$ cat src/include/pwr_pkg.sv
// Shared constants for the power, wake and reset control block.
// Assumes a 50 MHz system clock and a 32-bit classic Wishbone bus.
package pwr_pkg;
  // Clock and timing
  localparam int unsigned CLK_HZ         = 50_000_000;
  localparam int unsigned HW_RST_MIN_US  = 100;
  localparam int unsigned HW_RST_MIN_CYC = HW_RST_MIN_US * (CLK_HZ / 1_000_000);
  localparam int unsigned NET_MIN_CLK_HZ = 16_000_000;

  // Register byte offsets
  localparam logic [7:0] MAIN_CTRL_OFS = 8'h00;
  localparam logic [7:0] XCVR_CTRL_OFS = 8'h04;
  localparam logic [7:0] WAKE_CFG_OFS  = 8'h08;
  localparam logic [7:0] PWR_STS_OFS   = 8'h0c;
  localparam logic [7:0] IRQ_STS_OFS   = 8'h10;
  localparam logic [7:0] IRQ_CLR_OFS   = 8'h14;
  localparam logic [7:0] IRQ_EN_OFS    = 8'h18;

  // Field positions
  localparam int unsigned SOFT_RST_BIT = 0;
  localparam int unsigned XCVR_RST_BIT = 15;
  localparam int unsigned WAKE_EN_BIT  = 18;
  localparam int unsigned PME_STS_BIT  = 15;
  localparam int unsigned DSTATE_LSB   = 0;
  localparam int unsigned BSTATE_LSB   = 2;

  // Interrupt event bits
  localparam int unsigned IRQ_N       = 3;
  localparam int unsigned EV_WAKE     = 0;
  localparam int unsigned EV_SRST     = 1;
  localparam int unsigned EV_XRST     = 2;

  // Reset values
  localparam logic [14:0] XCTL_RST = 15'h0000;
  localparam logic        WAKE_RST = 1'b0;

  // Wake pattern shape
  localparam int unsigned SYNC_FF_MIN = 6;
  localparam int unsigned ADDR_REPS   = 16;
  localparam logic [7:0]  SYNC_BYTE   = 8'hff;

  // Device power states (D3cold is power off, seen as rst_i)
  typedef enum logic [1:0] {
    PWR_D0    = 2'b00,
    PWR_D1    = 2'b01,
    PWR_D2    = 2'b10,
    PWR_D3HOT = 2'b11
  } pwr_dstate_e;

  // Bus power states
  typedef enum logic [1:0] {
    PWR_B0 = 2'b00,
    PWR_B1 = 2'b01,
    PWR_B2 = 2'b10,
    PWR_B3 = 2'b11
  } pwr_bstate_e;
endpackage

$ cat src/design/pwr_wake_reset_ctrl.sv
// Reset, power state and wake control with a Wishbone register file.
// Assumes a classic Wishbone master, synchronous receive byte stream,
// and D3cold handled by power-on reset on rst_i.
//
// Chosen here: the register addresses and register access over Wishbone.
`timescale 1ns/1ps
module pwr_wake_reset_ctrl import pwr_pkg::*; #(
  parameter int unsigned ADDR_W = 8
) (
  input  wire logic        clk_i,
  input  wire logic        rst_i,
  input  wire logic        ce_i,
  // Wishbone slave
  input  wire logic        wb_cyc_i,
  input  wire logic        wb_stb_i,
  input  wire logic        wb_we_i,
  input  wire logic [ADDR_W-1:0] wb_adr_i,
  input  wire logic [3:0]  wb_sel_i,
  input  wire logic [31:0] wb_dat_i,
  output logic [31:0]      wb_dat_o,
  output logic             wb_ack_o,
  // System side
  input  wire logic        eeprom_wake_en_i,
  input  wire logic [1:0]  bus_state_i,
  input  wire logic        bus_clk_slow_i,
  input  wire logic [47:0] station_addr_i,
  // Receive path
  input  wire logic        rx_valid_i,
  input  wire logic [7:0]  rx_data_i,
  input  wire logic        rx_sof_i,
  input  wire logic        rx_eof_i,
  input  wire logic        rx_addr_ok_i,
  input  wire logic        rx_fcs_ok_i,
  // Control outputs
  output logic             chip_reset_o,
  output logic             xcvr_reset_o,
  output logic [14:0]      xcvr_ctrl_o,
  output logic [1:0]       pwr_state_o,
  output logic             net_en_o,
  output logic             func_en_o,
  output logic             cfg_en_o,
  output logic             pme_n_o,
  output logic             irq_o
);
  initial begin
    if (ADDR_W < 8) $error("pwr_wake_reset_ctrl: ADDR_W too small for map");
  end

  typedef struct packed {
    logic              ack;
    logic [31:0]       rdat;
    logic              srst;
    logic              ld;
    logic              d3x;
    logic              xrst;
    logic [14:0]       xctl;
    logic              wake_en;
    logic              pme_sts;
    pwr_dstate_e       dst;
    logic [IRQ_N-1:0]  ists;
    logic [IRQ_N-1:0]  ien;
    logic              chip_rst;
    logic              net_en;
    logic              func_en;
    logic              cfg_en;
    logic              det_en;
    logic              pme_n;
    logic              irq;
  } pwr_st_s;

  // Power-up defaults; ld forces the EEPROM wake bit in after release
  localparam pwr_st_s ST_RST = '{
    ack:      1'b0,
    rdat:     32'h0000_0000,
    srst:     1'b0,
    ld:       1'b1,
    d3x:      1'b0,
    xrst:     1'b0,
    xctl:     XCTL_RST,
    wake_en:  WAKE_RST,
    pme_sts:  1'b0,
    dst:      PWR_D0,
    ists:     '0,
    ien:      '0,
    chip_rst: 1'b0,
    net_en:   1'b1,
    func_en:  1'b1,
    cfg_en:   1'b1,
    det_en:   1'b1,
    pme_n:    1'b1,
    irq:      1'b0
  };

  pwr_st_s r_reg, r_next;
  logic    wake_hit;
  logic    rst_det;

  ////////////////////////////////////////////////////////////////////
  // Wake pattern detector, held idle outside D0 and D1
  assign rst_det = rst_i | r_reg.chip_rst;

  pwr_wake_detect #(
    .SYNC_MIN (SYNC_FF_MIN),
    .REPS     (ADDR_REPS)
  ) u_det (
    .clk_i          (clk_i),
    .rst_i          (rst_det),
    .ce_i           (ce_i),
    .en_i           (r_reg.det_en),
    .station_addr_i (station_addr_i),
    .rx_valid_i     (rx_valid_i),
    .rx_data_i      (rx_data_i),
    .rx_sof_i       (rx_sof_i),
    .rx_eof_i       (rx_eof_i),
    .rx_addr_ok_i   (rx_addr_ok_i),
    .rx_fcs_ok_i    (rx_fcs_ok_i),
    .hit_o          (wake_hit)
  );

  ////////////////////////////////////////////////////////////////////
  // Helpers

  // Byte enables widened to a bit mask
  function automatic logic [31:0] sel_mask(input logic [3:0] sel);
    logic [31:0] m;
    m = '0;
    for (int i = 0; i < 4; i++) begin
      m[i*8 +: 8] = {8{sel[i]}};
    end
    return m;
  endfunction

  // Config space reachable in this device and bus state
  function automatic logic cfg_ok(input pwr_dstate_e d, input logic [1:0] b);
    logic ok;
    ok = 1'b0;
    unique case (d)
      PWR_D0:    ok = 1'b1;
      PWR_D1:    ok = 1'b1;
      PWR_D2:    ok = (b == PWR_B0) || (b == PWR_B1);
      PWR_D3HOT: ok = (b == PWR_B0) || (b == PWR_B1);
    endcase
    return ok;
  endfunction

  ////////////////////////////////////////////////////////////////////
  // Next-state logic
  logic [31:0] wd;
  logic        req;
  logic        is_cfg;
  logic        acc_ok;
  logic        wr;
  pwr_st_s     keep;

  always_comb begin
    r_next = r_reg;
    keep   = r_reg;
    wd     = wb_dat_i & sel_mask(wb_sel_i);
    req    = wb_cyc_i & wb_stb_i & ~r_reg.ack;
    is_cfg = (wb_adr_i[7:0] >= PWR_STS_OFS);
    // Function registers only in D0, config as the power state allows
    acc_ok = is_cfg ? r_reg.cfg_en : r_reg.func_en;
    wr     = req & wb_we_i & acc_ok;

    r_next.ack      = req;
    r_next.chip_rst = 1'b0;

    // Transceiver reset: one cycle of strobe, then defaults
    if (r_reg.xrst) begin
      r_next.xrst       = 1'b0;
      r_next.xctl       = XCTL_RST;
    end

    // Wake enable strap taken one cycle after any chip reset
    if (r_reg.ld) begin
      r_next.ld      = 1'b0;
      r_next.wake_en = eeprom_wake_en_i;
    end

    // Read mux; blocked or unmapped addresses read zero
    r_next.rdat = '0;
    if (req && !wb_we_i && acc_ok) begin
      unique case (wb_adr_i[7:0])
        MAIN_CTRL_OFS: r_next.rdat[SOFT_RST_BIT] = r_reg.srst;
        XCVR_CTRL_OFS: r_next.rdat[15:0] = {r_reg.xrst, r_reg.xctl};
        WAKE_CFG_OFS:  r_next.rdat[WAKE_EN_BIT] = r_reg.wake_en;
        PWR_STS_OFS: begin
          r_next.rdat[PME_STS_BIT] = r_reg.pme_sts;
          r_next.rdat[DSTATE_LSB +: 2] = r_reg.dst;
          r_next.rdat[BSTATE_LSB +: 2] = bus_state_i;
        end
        IRQ_STS_OFS:   r_next.rdat[IRQ_N-1:0] = r_reg.ists;
        IRQ_EN_OFS:    r_next.rdat[IRQ_N-1:0] = r_reg.ien;
        default:       r_next.rdat = '0;
      endcase
    end

    // Register writes; clears happen before hardware sets below
    if (wr) begin
      unique case (wb_adr_i[7:0])
        MAIN_CTRL_OFS: begin
          if (wd[SOFT_RST_BIT]) r_next.srst = 1'b1;
        end
        XCVR_CTRL_OFS: begin
          if (wb_sel_i[0]) r_next.xctl[7:0] = wd[7:0];
          if (wb_sel_i[1]) r_next.xctl[14:8] = wd[14:8];
          if (wd[XCVR_RST_BIT]) r_next.xrst = 1'b1;
        end
        WAKE_CFG_OFS: begin
          if (wb_sel_i[2]) r_next.wake_en = wd[WAKE_EN_BIT];
        end
        PWR_STS_OFS: begin
          if (wd[PME_STS_BIT]) r_next.pme_sts = 1'b0;
          if (wb_sel_i[0]) begin
            r_next.dst = pwr_dstate_e'(wd[DSTATE_LSB +: 2]);
            // Leaving D3hot for D0 restarts from power-up state
            if (r_reg.dst == PWR_D3HOT && r_next.dst == PWR_D0) begin
              r_next.d3x = 1'b1;
            end
          end
        end
        IRQ_CLR_OFS:   r_next.ists = r_next.ists & ~wd[IRQ_N-1:0];
        IRQ_EN_OFS:    r_next.ien  = wd[IRQ_N-1:0];
        default:       r_next.ien  = r_next.ien;
      endcase
    end

    // Transceiver reset done; set after the clear so the event wins
    if (r_reg.xrst) begin
      r_next.ists[EV_XRST] = 1'b1;
    end

    // Wake frame: the set wins over a clear in the same cycle
    if (wake_hit) begin
      r_next.ists[EV_WAKE] = 1'b1;
      if (r_reg.wake_en) begin
        r_next.pme_sts = 1'b1;
      end
    end

    // Whole-chip restart from software or D3hot exit; the event
    // status survives so a wake seen before the restart is kept
    if (r_reg.srst || r_reg.d3x) begin
      keep            = r_next;
      r_next          = ST_RST;
      r_next.pme_sts  = keep.pme_sts;
      r_next.ists     = keep.ists;
      r_next.ists[EV_SRST] = 1'b1;
      r_next.ack      = keep.ack;
      r_next.rdat     = keep.rdat;
      r_next.chip_rst = 1'b1;
      r_next.xrst     = 1'b0;
    end

    // Derived controls, registered so every output is a flop
    r_next.func_en = (r_next.dst == PWR_D0);
    r_next.net_en  = (r_next.dst == PWR_D0) & ~bus_clk_slow_i;
    r_next.cfg_en  = cfg_ok(r_next.dst, bus_state_i);
    // Detection only in D0 and D1; D2 and D3hot never look
    r_next.det_en  = (r_next.dst == PWR_D0) | (r_next.dst == PWR_D1);
    r_next.pme_n   = ~(r_next.pme_sts & r_next.wake_en);
    r_next.irq     = |(r_next.ists & r_next.ien);
  end

  ////////////////////////////////////////////////////////////////////
  // State register; rst_i is also the D3cold power-on reset
  always_ff @(posedge clk_i) begin
    if (rst_i) begin
      r_reg <= ST_RST;
    end else if (ce_i) begin
      r_reg <= r_next;
    end
  end

  ////////////////////////////////////////////////////////////////////
  // Outputs straight from the state flops
  assign wb_dat_o     = r_reg.rdat;
  assign wb_ack_o     = r_reg.ack;
  assign chip_reset_o = r_reg.chip_rst;
  assign xcvr_reset_o = r_reg.xrst;
  assign xcvr_ctrl_o  = r_reg.xctl;
  assign pwr_state_o  = r_reg.dst;
  assign net_en_o     = r_reg.net_en;
  assign func_en_o    = r_reg.func_en;
  assign cfg_en_o     = r_reg.cfg_en;
  assign pme_n_o      = r_reg.pme_n;
  assign irq_o        = r_reg.irq;
endmodule // pwr_wake_reset_ctrl

$ cat src/design/pwr_wake_detect.sv
// Wake pattern frame detector: scans received bytes for the sync run
// and the repeated station address. Assumes one byte per valid cycle,
// sof and eof flags on first and last byte, filter and FCS at eof.
`timescale 1ns/1ps
module pwr_wake_detect import pwr_pkg::*; #(
  parameter int unsigned SYNC_MIN = SYNC_FF_MIN,
  parameter int unsigned REPS     = ADDR_REPS
) (
  input  wire logic        clk_i,
  input  wire logic        rst_i,
  input  wire logic        ce_i,
  input  wire logic        en_i,
  input  wire logic [47:0] station_addr_i,
  input  wire logic        rx_valid_i,
  input  wire logic [7:0]  rx_data_i,
  input  wire logic        rx_sof_i,
  input  wire logic        rx_eof_i,
  input  wire logic        rx_addr_ok_i,
  input  wire logic        rx_fcs_ok_i,
  output logic             hit_o
);
  localparam int unsigned FW = $clog2(SYNC_MIN + 1);
  localparam int unsigned RW = $clog2(REPS);

  initial begin
    if (SYNC_MIN < 1 || REPS < 2) $error("pwr_wake_detect: bad pattern shape");
  end

  typedef struct packed {
    logic [FW-1:0] ff;
    logic          match;
    logic [2:0]    idx;
    logic [RW-1:0] rep;
    logic          found;
    logic          hit;
  } pwr_det_s;

  pwr_det_s r_reg, r_next;
  logic [7:0] abyte;

  ////////////////////////////////////////////////////////////////////
  // Byte scanner
  always_comb begin
    r_next = r_reg;
    r_next.hit = 1'b0;
    abyte = '0;
    if (rx_valid_i) begin
      if (rx_sof_i) begin
        r_next = '0;
      end
      // Address byte expected next, [47:40] first on the wire; taken
      // after the frame-start clear so no loop runs through r_next
      abyte = station_addr_i[8'(47 - 8 * r_next.idx) -: 8];
      if (r_next.match) begin
        if (rx_data_i == abyte) begin
          if (r_next.idx == 3'd5) begin
            r_next.idx = '0;
            if (r_next.rep == RW'(REPS - 1)) begin
              r_next.found = 1'b1;
              r_next.match = 1'b0;
              r_next.ff    = '0;
            end else begin
              r_next.rep = r_next.rep + 1'b1;
            end
          end else begin
            r_next.idx = r_next.idx + 3'd1;
          end
        end else begin
          // Broken copy: a sync byte here may start a fresh run
          r_next.match = 1'b0;
          r_next.idx   = '0;
          r_next.rep   = '0;
          r_next.ff    = (rx_data_i == SYNC_BYTE) ? FW'(1) : '0;
        end
      end else if (rx_data_i == SYNC_BYTE) begin
        if (r_next.ff != FW'(SYNC_MIN)) begin
          r_next.ff = r_next.ff + 1'b1;
        end
      end else if (r_next.ff == FW'(SYNC_MIN) &&
                   rx_data_i == station_addr_i[47:40]) begin
        r_next.match = 1'b1;
        r_next.idx   = 3'd1;
        r_next.rep   = '0;
      end else begin
        r_next.ff = '0;
      end
      // Scanning goes on after a find, so repeated patterns are fine
      if (rx_eof_i) begin
        r_next.hit = en_i & r_next.found & rx_addr_ok_i & rx_fcs_ok_i;
        r_next.ff    = '0;
        r_next.match = 1'b0;
        r_next.idx   = '0;
        r_next.rep   = '0;
        r_next.found = 1'b0;
      end
    end
    if (!en_i) begin
      r_next = '0;
    end
  end

  // State register, frozen while ce_i is low
  always_ff @(posedge clk_i) begin
    if (rst_i) begin
      r_reg <= '0;
    end else if (ce_i) begin
      r_reg <= r_next;
    end
  end

  assign hit_o = r_reg.hit;
endmodule // pwr_wake_detect

$ cat config.mk
export PLATFORM = sky130hd
export DESIGN_NAME = pwr_wake_reset_ctrl
export DESIGN_NICKNAME = d
export VERILOG_FILES = /design/src/include/pwr_pkg.sv /design/src/design/pwr_wake_reset_ctrl.sv /design/src/design/pwr_wake_detect.sv
export SDC_FILE = /design/constraint.sdc
export NUM_CORES = 1
export LEC_CHECK = 0
export BUFFER_PORTS_ARGS = -buffer_cell sky130_fd_sc_hd__buf_2
export CAP_MARGIN = 20
export CORE_ASPECT_RATIO = 0.7
export CORE_MARGIN = 3
export CORE_UTILIZATION = 50
export CTS_CLUSTER_SIZE = 40
export DETAILED_ROUTE_END_ITERATION = 10
export PLACE_DENSITY = 0.81
export SYNTH_ARGS = -nofsm -noshare
export SYNTH_HDL_FRONTEND = slang
export SYNTH_HIERARCHICAL = 1
export SYNTH_SLANG_ARGS = --single-unit
$ cat constraint.sdc
create_clock -name clk_i -period 3.85 [get_ports clk_i]
set_clock_uncertainty 0.05 [all_clocks]
set_input_delay 0.9625 -clock clk_i [delete_from_list [all_inputs] [get_ports clk_i]]
set_output_delay 0.9625 -clock clk_i [all_outputs]
set_load 0.01 [all_outputs]
# [Yosys cells after proc, flatten, opt, wreduce, memory -nomap -nowiden]
# Cells that the tools add are included.
[totals] reg_bits=69 latchBits=0 mem_bits_rw=0 mem_bits_ro=0 in_bits=115 wordCells=147 mem_count=0
[classes] n_addsub=4 mul=0 div=0 n_lt_le_gt_ge=1 eq_ne=19 shifts=1 muxes=56 bitwise=18 n_reduce_logical=23
[op_table] operator="2-to-1 mux 13 bit" count=5
[op_table] operator="variable part select 55 x 9 -> 8 bit" count=1
[op_table] operator="2-to-1 mux 36 bit" count=1
[op_table] operator="2-to-1 mux 11 bit" count=3
[op_table] operator="2-to-1 mux 27 bit" count=1
[op_table] operator="== test 8 x 5 -> 1 bit (second input constant)" count=3
[op_table] operator="2-to-1 mux 8 bit" count=3
[op_table] operator="2-to-1 mux 1 bit" count=22
[op_table] operator="2-to-1 mux 3 bit" count=7
[op_table] operator="bitwise AND 19 bit" count=1
[op_table] operator="2-to-1 mux 19 bit" count=1
[op_table] operator="== test 8 x 4 -> 1 bit (second input constant)" count=2
[op_table] operator="== test 8 bit" count=2
[op_table] operator="2-to-1 mux 16 bit" count=1
[op_table] operator="2-to-1 mux 15 bit" count=1
[op_table] operator="2-to-1 mux 4 bit" count=3
[op_table] operator="nonzero test 2 bit" count=6
[op_table] operator="bitwise AND 1 bit" count=9
[op_table] operator="== test 8 x 3 -> 1 bit (second input constant)" count=1
[op_table] operator="== test 8 bit (second input constant)" count=1
[op_table] operator=">= comparator 8 x 4 -> 1 bit (second input constant)" count=1
[op_table] operator="zero test 8 bit" count=1
[op_table] operator="one-hot mux 2 bit (4 select lines)" count=1
[op_table] operator="2-to-1 mux 7 bit" count=1
[op_table] operator="other kinds (26)" count=44

# [Longest topological paths before layout]
[depth] ltp_word=14 ltp_mapped=10

# [Hierarchy]
# The synthesis kept the hierarchy.
[by_module_without_submodules] module="pwr_wake_reset_ctrl" instances=1 cells_each=330 area_each_um2=2929.1 seq_area_each_um2=1081.0
[by_module_without_submodules] module="pwr_wake_detect" instances=1 cells_each=204 area_each_um2=1634.1 seq_area_each_um2=260.2

# [Least setup slack after synthesis]
# Ideal clock, no wire load.
[synth_path] path_type="input -> register" start="in rx_sof_i" end="reg u_det/r_reg[2] (netlist bit)" setup_time_ns=0.086 arrival_time_ns=3.215 required_time_ns=3.714 setup_slack_ns=0.498 path_stages=10 n_path_buf=1 path_cell_list="nor2b_1 -> ha_1 -> buf_6 -> nand4bb_4 -> o21ai_0 -> o22ai_1 -> or4_4 -> nor4_4 -> o211ai_1 -> a221oi_2"
[synth_via] elab_chain_cells=10 elab_cells_between_ends=19 classes_between="2 x add/sub; 4 x eq/ne; 1 x shift; 11 x mux; 1 x reduce/logical"
[synth_lines] item="start, declared" line_no="pwr_wake_reset_ctrl.sv:30" source="input wire logic rx_sof_i,"
[synth_lines] item="2-to-1 mux 13 bit (*)" line_no="pwr_wake_detect.sv:48" source="if (rx_sof_i) begin"
[synth_lines] item="2-to-1 mux 13 bit (*)" line_no="pwr_wake_detect.sv:47" source="if (rx_valid_i) begin"
[synth_lines] item="subtractor 6 x 6 -> 7 bit (tied with other cells)" line_no="pwr_wake_detect.sv:53" source="abyte = station_addr_i[8'(47 - 8 * r_next.idx) -: 8];"
[synth_lines] item="variable part select 55 x 9 -> 8 bit (tied with other cells)" line_no="pwr_wake_detect.sv:53"
[synth_lines] item="== test 8 bit (tied with other cells)" line_no="pwr_wake_detect.sv:55" source="if (rx_data_i == abyte) begin"
[synth_lines] item="2-to-1 mux 11 bit / 2-to-1 mux 8 bit (equally long branches)" line_no="pwr_wake_detect.sv:55, pwr_wake_detect.sv:75"
[synth_lines] item="2-to-1 mux 11 bit (*)" line_no="pwr_wake_detect.sv:54" source="if (r_next.match) begin"
[synth_lines] item="2-to-1 mux 13 bit (*)" line_no="pwr_wake_detect.sv:88" source="if (rx_eof_i) begin"
[synth_lines] item="2-to-1 mux 13 bit (*)" line_no="pwr_wake_detect.sv:47"
[synth_lines] item="2-to-1 mux 13 bit (*)" line_no="pwr_wake_detect.sv:97" source="if (!en_i) begin"
[synth_lines] item="end signal, assigned" line_no="pwr_wake_detect.sv:107" source="r_reg <= r_next;"
[synth_lines] item="end, declared" line_no="pwr_wake_detect.sv:38" source="pwr_det_s r_reg, r_next;"
# Every way passes the cells marked *; elsewhere a longest branch is shown, timed or not. The select of a mux whose other input is x is not followed.
# A chain may end at the register's enable or synchronous reset.

# [Final worst setup path]
# Ends and elaborated chain as after synthesis.

==> impl_metrics.py <==
metrics = {
    "final_layout": {
        "largest_reg_flops": 17,
        "nFillCells": 760,
        "drive_gt1_share_pct": 31.7,
        "finalNetCount": 751,
        "fin_util_pct": 62.0,
        "layout_common_cells": "140 x buf_2, 67 x dfxtp_1, 42 x nor2_1, 42 x nand2_1, 30 x a21oi_1",
        "layout_commonest_cell": "buf_2",
        "areaGrowthSynthToFinish_pct": 17.7,
        "n_antenna_cell": 0,
    },
    "power_and_ir_drop": {
        "power_frac_seq_pct": 37.4,
        "swShare_pct": 23.8,
        "p_leak_nw": 2.20,
        "power.share.clock_pct": 51.3,
        "p_comb_share_pct": 11.2,
        "p_int_mw": 1.43,
        "ir_worst_vdd_uv": 248,
        "power_switching_mw": 0.449,
        "powerDensity_mw_per_mm2": 351,
    },
    "clock_network": {
        "holdBufCountCts": 0,
        "cts_setup_buffers": 0,
        "h-tree-depth": 3,
        "ctsResizeCount": 0,
        "cts_root_buffer": "clkbuf_16",
        "cts.sinks": 67,
        "clk_pin_slew_worst_paths_ns": 0.06,
        "cts_buffer_depth": 2,
        "cts_tree": "done",
        "insertion_delay_ns": 0.33,
        "cts-buffers-inserted": 9,
    },
    "critical_path": {
        "critPathRequiredTime_ns": 4.04,
        "worstPathMaxFanout": 10,
        "criticalPathCategory": "in -> reg",
        "r2r_cells": 10,
        "cp.arrival_ns": 3.50,
        "critPathLaunchType": "input pin",
        "cp-end-kind": "register",
        "rrSetupSlack_ns": 0.79,
    },
    "route": {
        "drc": 0,
        "vias": 4587,
        "ant_nets": 0,
        "dr.pass1.iters": 5,
        "routed_wl_um": 13900,
        "drt_iter0_drc": 656,
        "vias_per_cell": 6.06,
        "routedWlPerCell_um": 18.3,
    },
    "sta": {
        "rsz0062_at_grt": "no",
        "period_share_pct": 85.9,
        "period_needed_ns": 3.31,
        "setup_viol": 0,
        "hold_ws_ns": 0.415,
        "drv_slew": 0,
        "tightest_slew_ns": 0.799,
        "timing.final.hold_violations": 0,
        "tns_ns": 0,
        "slew_headroom_pct": 46.2,
        "max_clock_freq_mhz": 302,
    },
    "yosys": {
        "syn_area_mm2": 0.00456,
        "syn_inst": 534,
        "ys_seq_area_share_pct": 29.4,
        "synth-seq-cells": 67,
        "synth_cell_types": 77,
        "ys_async_sr_fraction_pct": 0,
        "syn_avg_cell_area_um2": 8.55,
        "ys.warnings.count": 6,
        "dominantRegCellSynth": "dfxtp_1",
        "synth_edf_count": 0,
    },
    "job": {
        "maxCapViolCount": 0,
    },
    "floorplanning": {
        "dieArea_mm2": 0.0103,
        "rows": 28,
        "core-area_mm2": 0.00865,
        "io_pins": 172,
        "die_h_um": 85.9,
        "die_w_um": 120,
        "start_util_pct": 52.7,
    },
    "grt": {
        "grt_max_degree": 41,
        "gr-total-overflow": 0,
        "grt_usage_pct": 25.9,
        "grt_pass1_vias": 4301,
        "grt_pass1_wl_um": 21600,
        "antenna_found_initial": 0,
    },
    "hold_path": {
        "hold_depth": 2,
        "hp-class": "reg -> reg",
    },
    "placement": {
        "gp_congestion": 0.929,
        "port_buffers": 140,
        "hpwl_um": 10500,
    },
    "status": {
        "status": "completed",
    },
}
routing by layer:
layer | wire (µm) | track usage [%] | share of wire [%]
met1 | 5770 | 34.8 | 42
met2 | 6250 | 41.2 | 45
met3 | 1460 | 5.34 | 11
met4 | 378 | 9.88 | 2.7
met5 | 0 | 0 | 0
cells by family after synthesis:
family	count (synthesis)	synth area share, %
simple gates	179	22.3
buf+inv	91	12.4
xor+xnor	11	2.11
fa+ha+maj	4	1.10
compound gates	151	23.7
flops	67	29.4
other cells	1	0.0822
mux	30	8.97
cell type report:
class | count | area (µm²) | area share (%)
Multi-Input combinational cell | 390 | 2710 | 50.5
Clock buffer | 10 | 239 | 4.45
Tap cell | 120 | 150 | 2.80
Timing Repair Buffer | 147 | 753 | 14.0
Inverter | 17 | 63.8 | 1.19
Clock inverter | 6 | 111 | 2.07
Sequential cell | 67 | 1340 | 25.0
worst max-delay path, stage by stage:
cell and delay (ns):
buf_2 0.13, nor2b_1 0.15, ha_1 0.29, buf_4 0.21
mux4_2 0.37, o22ai_1 0.07, or4_4 0.56, nor4_4 0.15
buf_4 0.21, o211ai_1 0.13, a221oi_2 0.26
per-stage QoR:
stage                     power (mW)  setup WS [ns]  cell area [µm²]  std cells
final                           1.88          0.542             5370        757
after global routing            1.94          0.358             5370        757
after CTS                       1.88          0.521             5370        757
after detailed placement       0.925          0.187             5020        741
after global placement         0.921          0.234             5020        741
after floorplan                0.841          0.498             4620        548
cell usage after synthesis (5+ instances only):
library cell	instances	area (µm²)
dfxtp_1	67	1340
buf_4	50	375
nand2_1	42	158
nor2_1	42	158
a21oi_1	30	150
o21ai_0	28	140
a22oi_1	21	158
mux2i_1	18	180
inv_1	16	60.1
clkbuf_1	15	56.3
a22o_1	14	123
nand4_1	14	87.6
nor3_1	14	70.1
nand3_1	9	45.0
mux4_2	8	180
nor2b_1	8	50.1
and2_1	7	43.8
xnor2_1	7	61.3
o22ai_1	6	37.5
a31oi_1	5	31.3
a32oi_1	5	43.8
and4_1	5	43.8
o31ai_1	5	37.5
power by group through the flow:
stage	Sequential [mW]	Combinational [mW]	Clock, mW
after floorplan	0.719	0.122	0
after global placement	0.719	0.202	0
after detailed placement	0.720	0.205	0
after CTS	0.705	0.207	0.969
after global routing	0.706	0.229	1.00
final	0.705	0.211	0.966
worst paths after layout:
kind,end,startpoint
max reg2reg,u_det/r_reg[2],u_det/r_reg[7]
min reg2reg,wb_dat_o[2],wb_dat_o[2]
max,u_det/r_reg[2],rx_sof_i
min,wb_dat_o[2],wb_dat_o[2]
No activity file was read; power rests on OpenSTA's default activity.
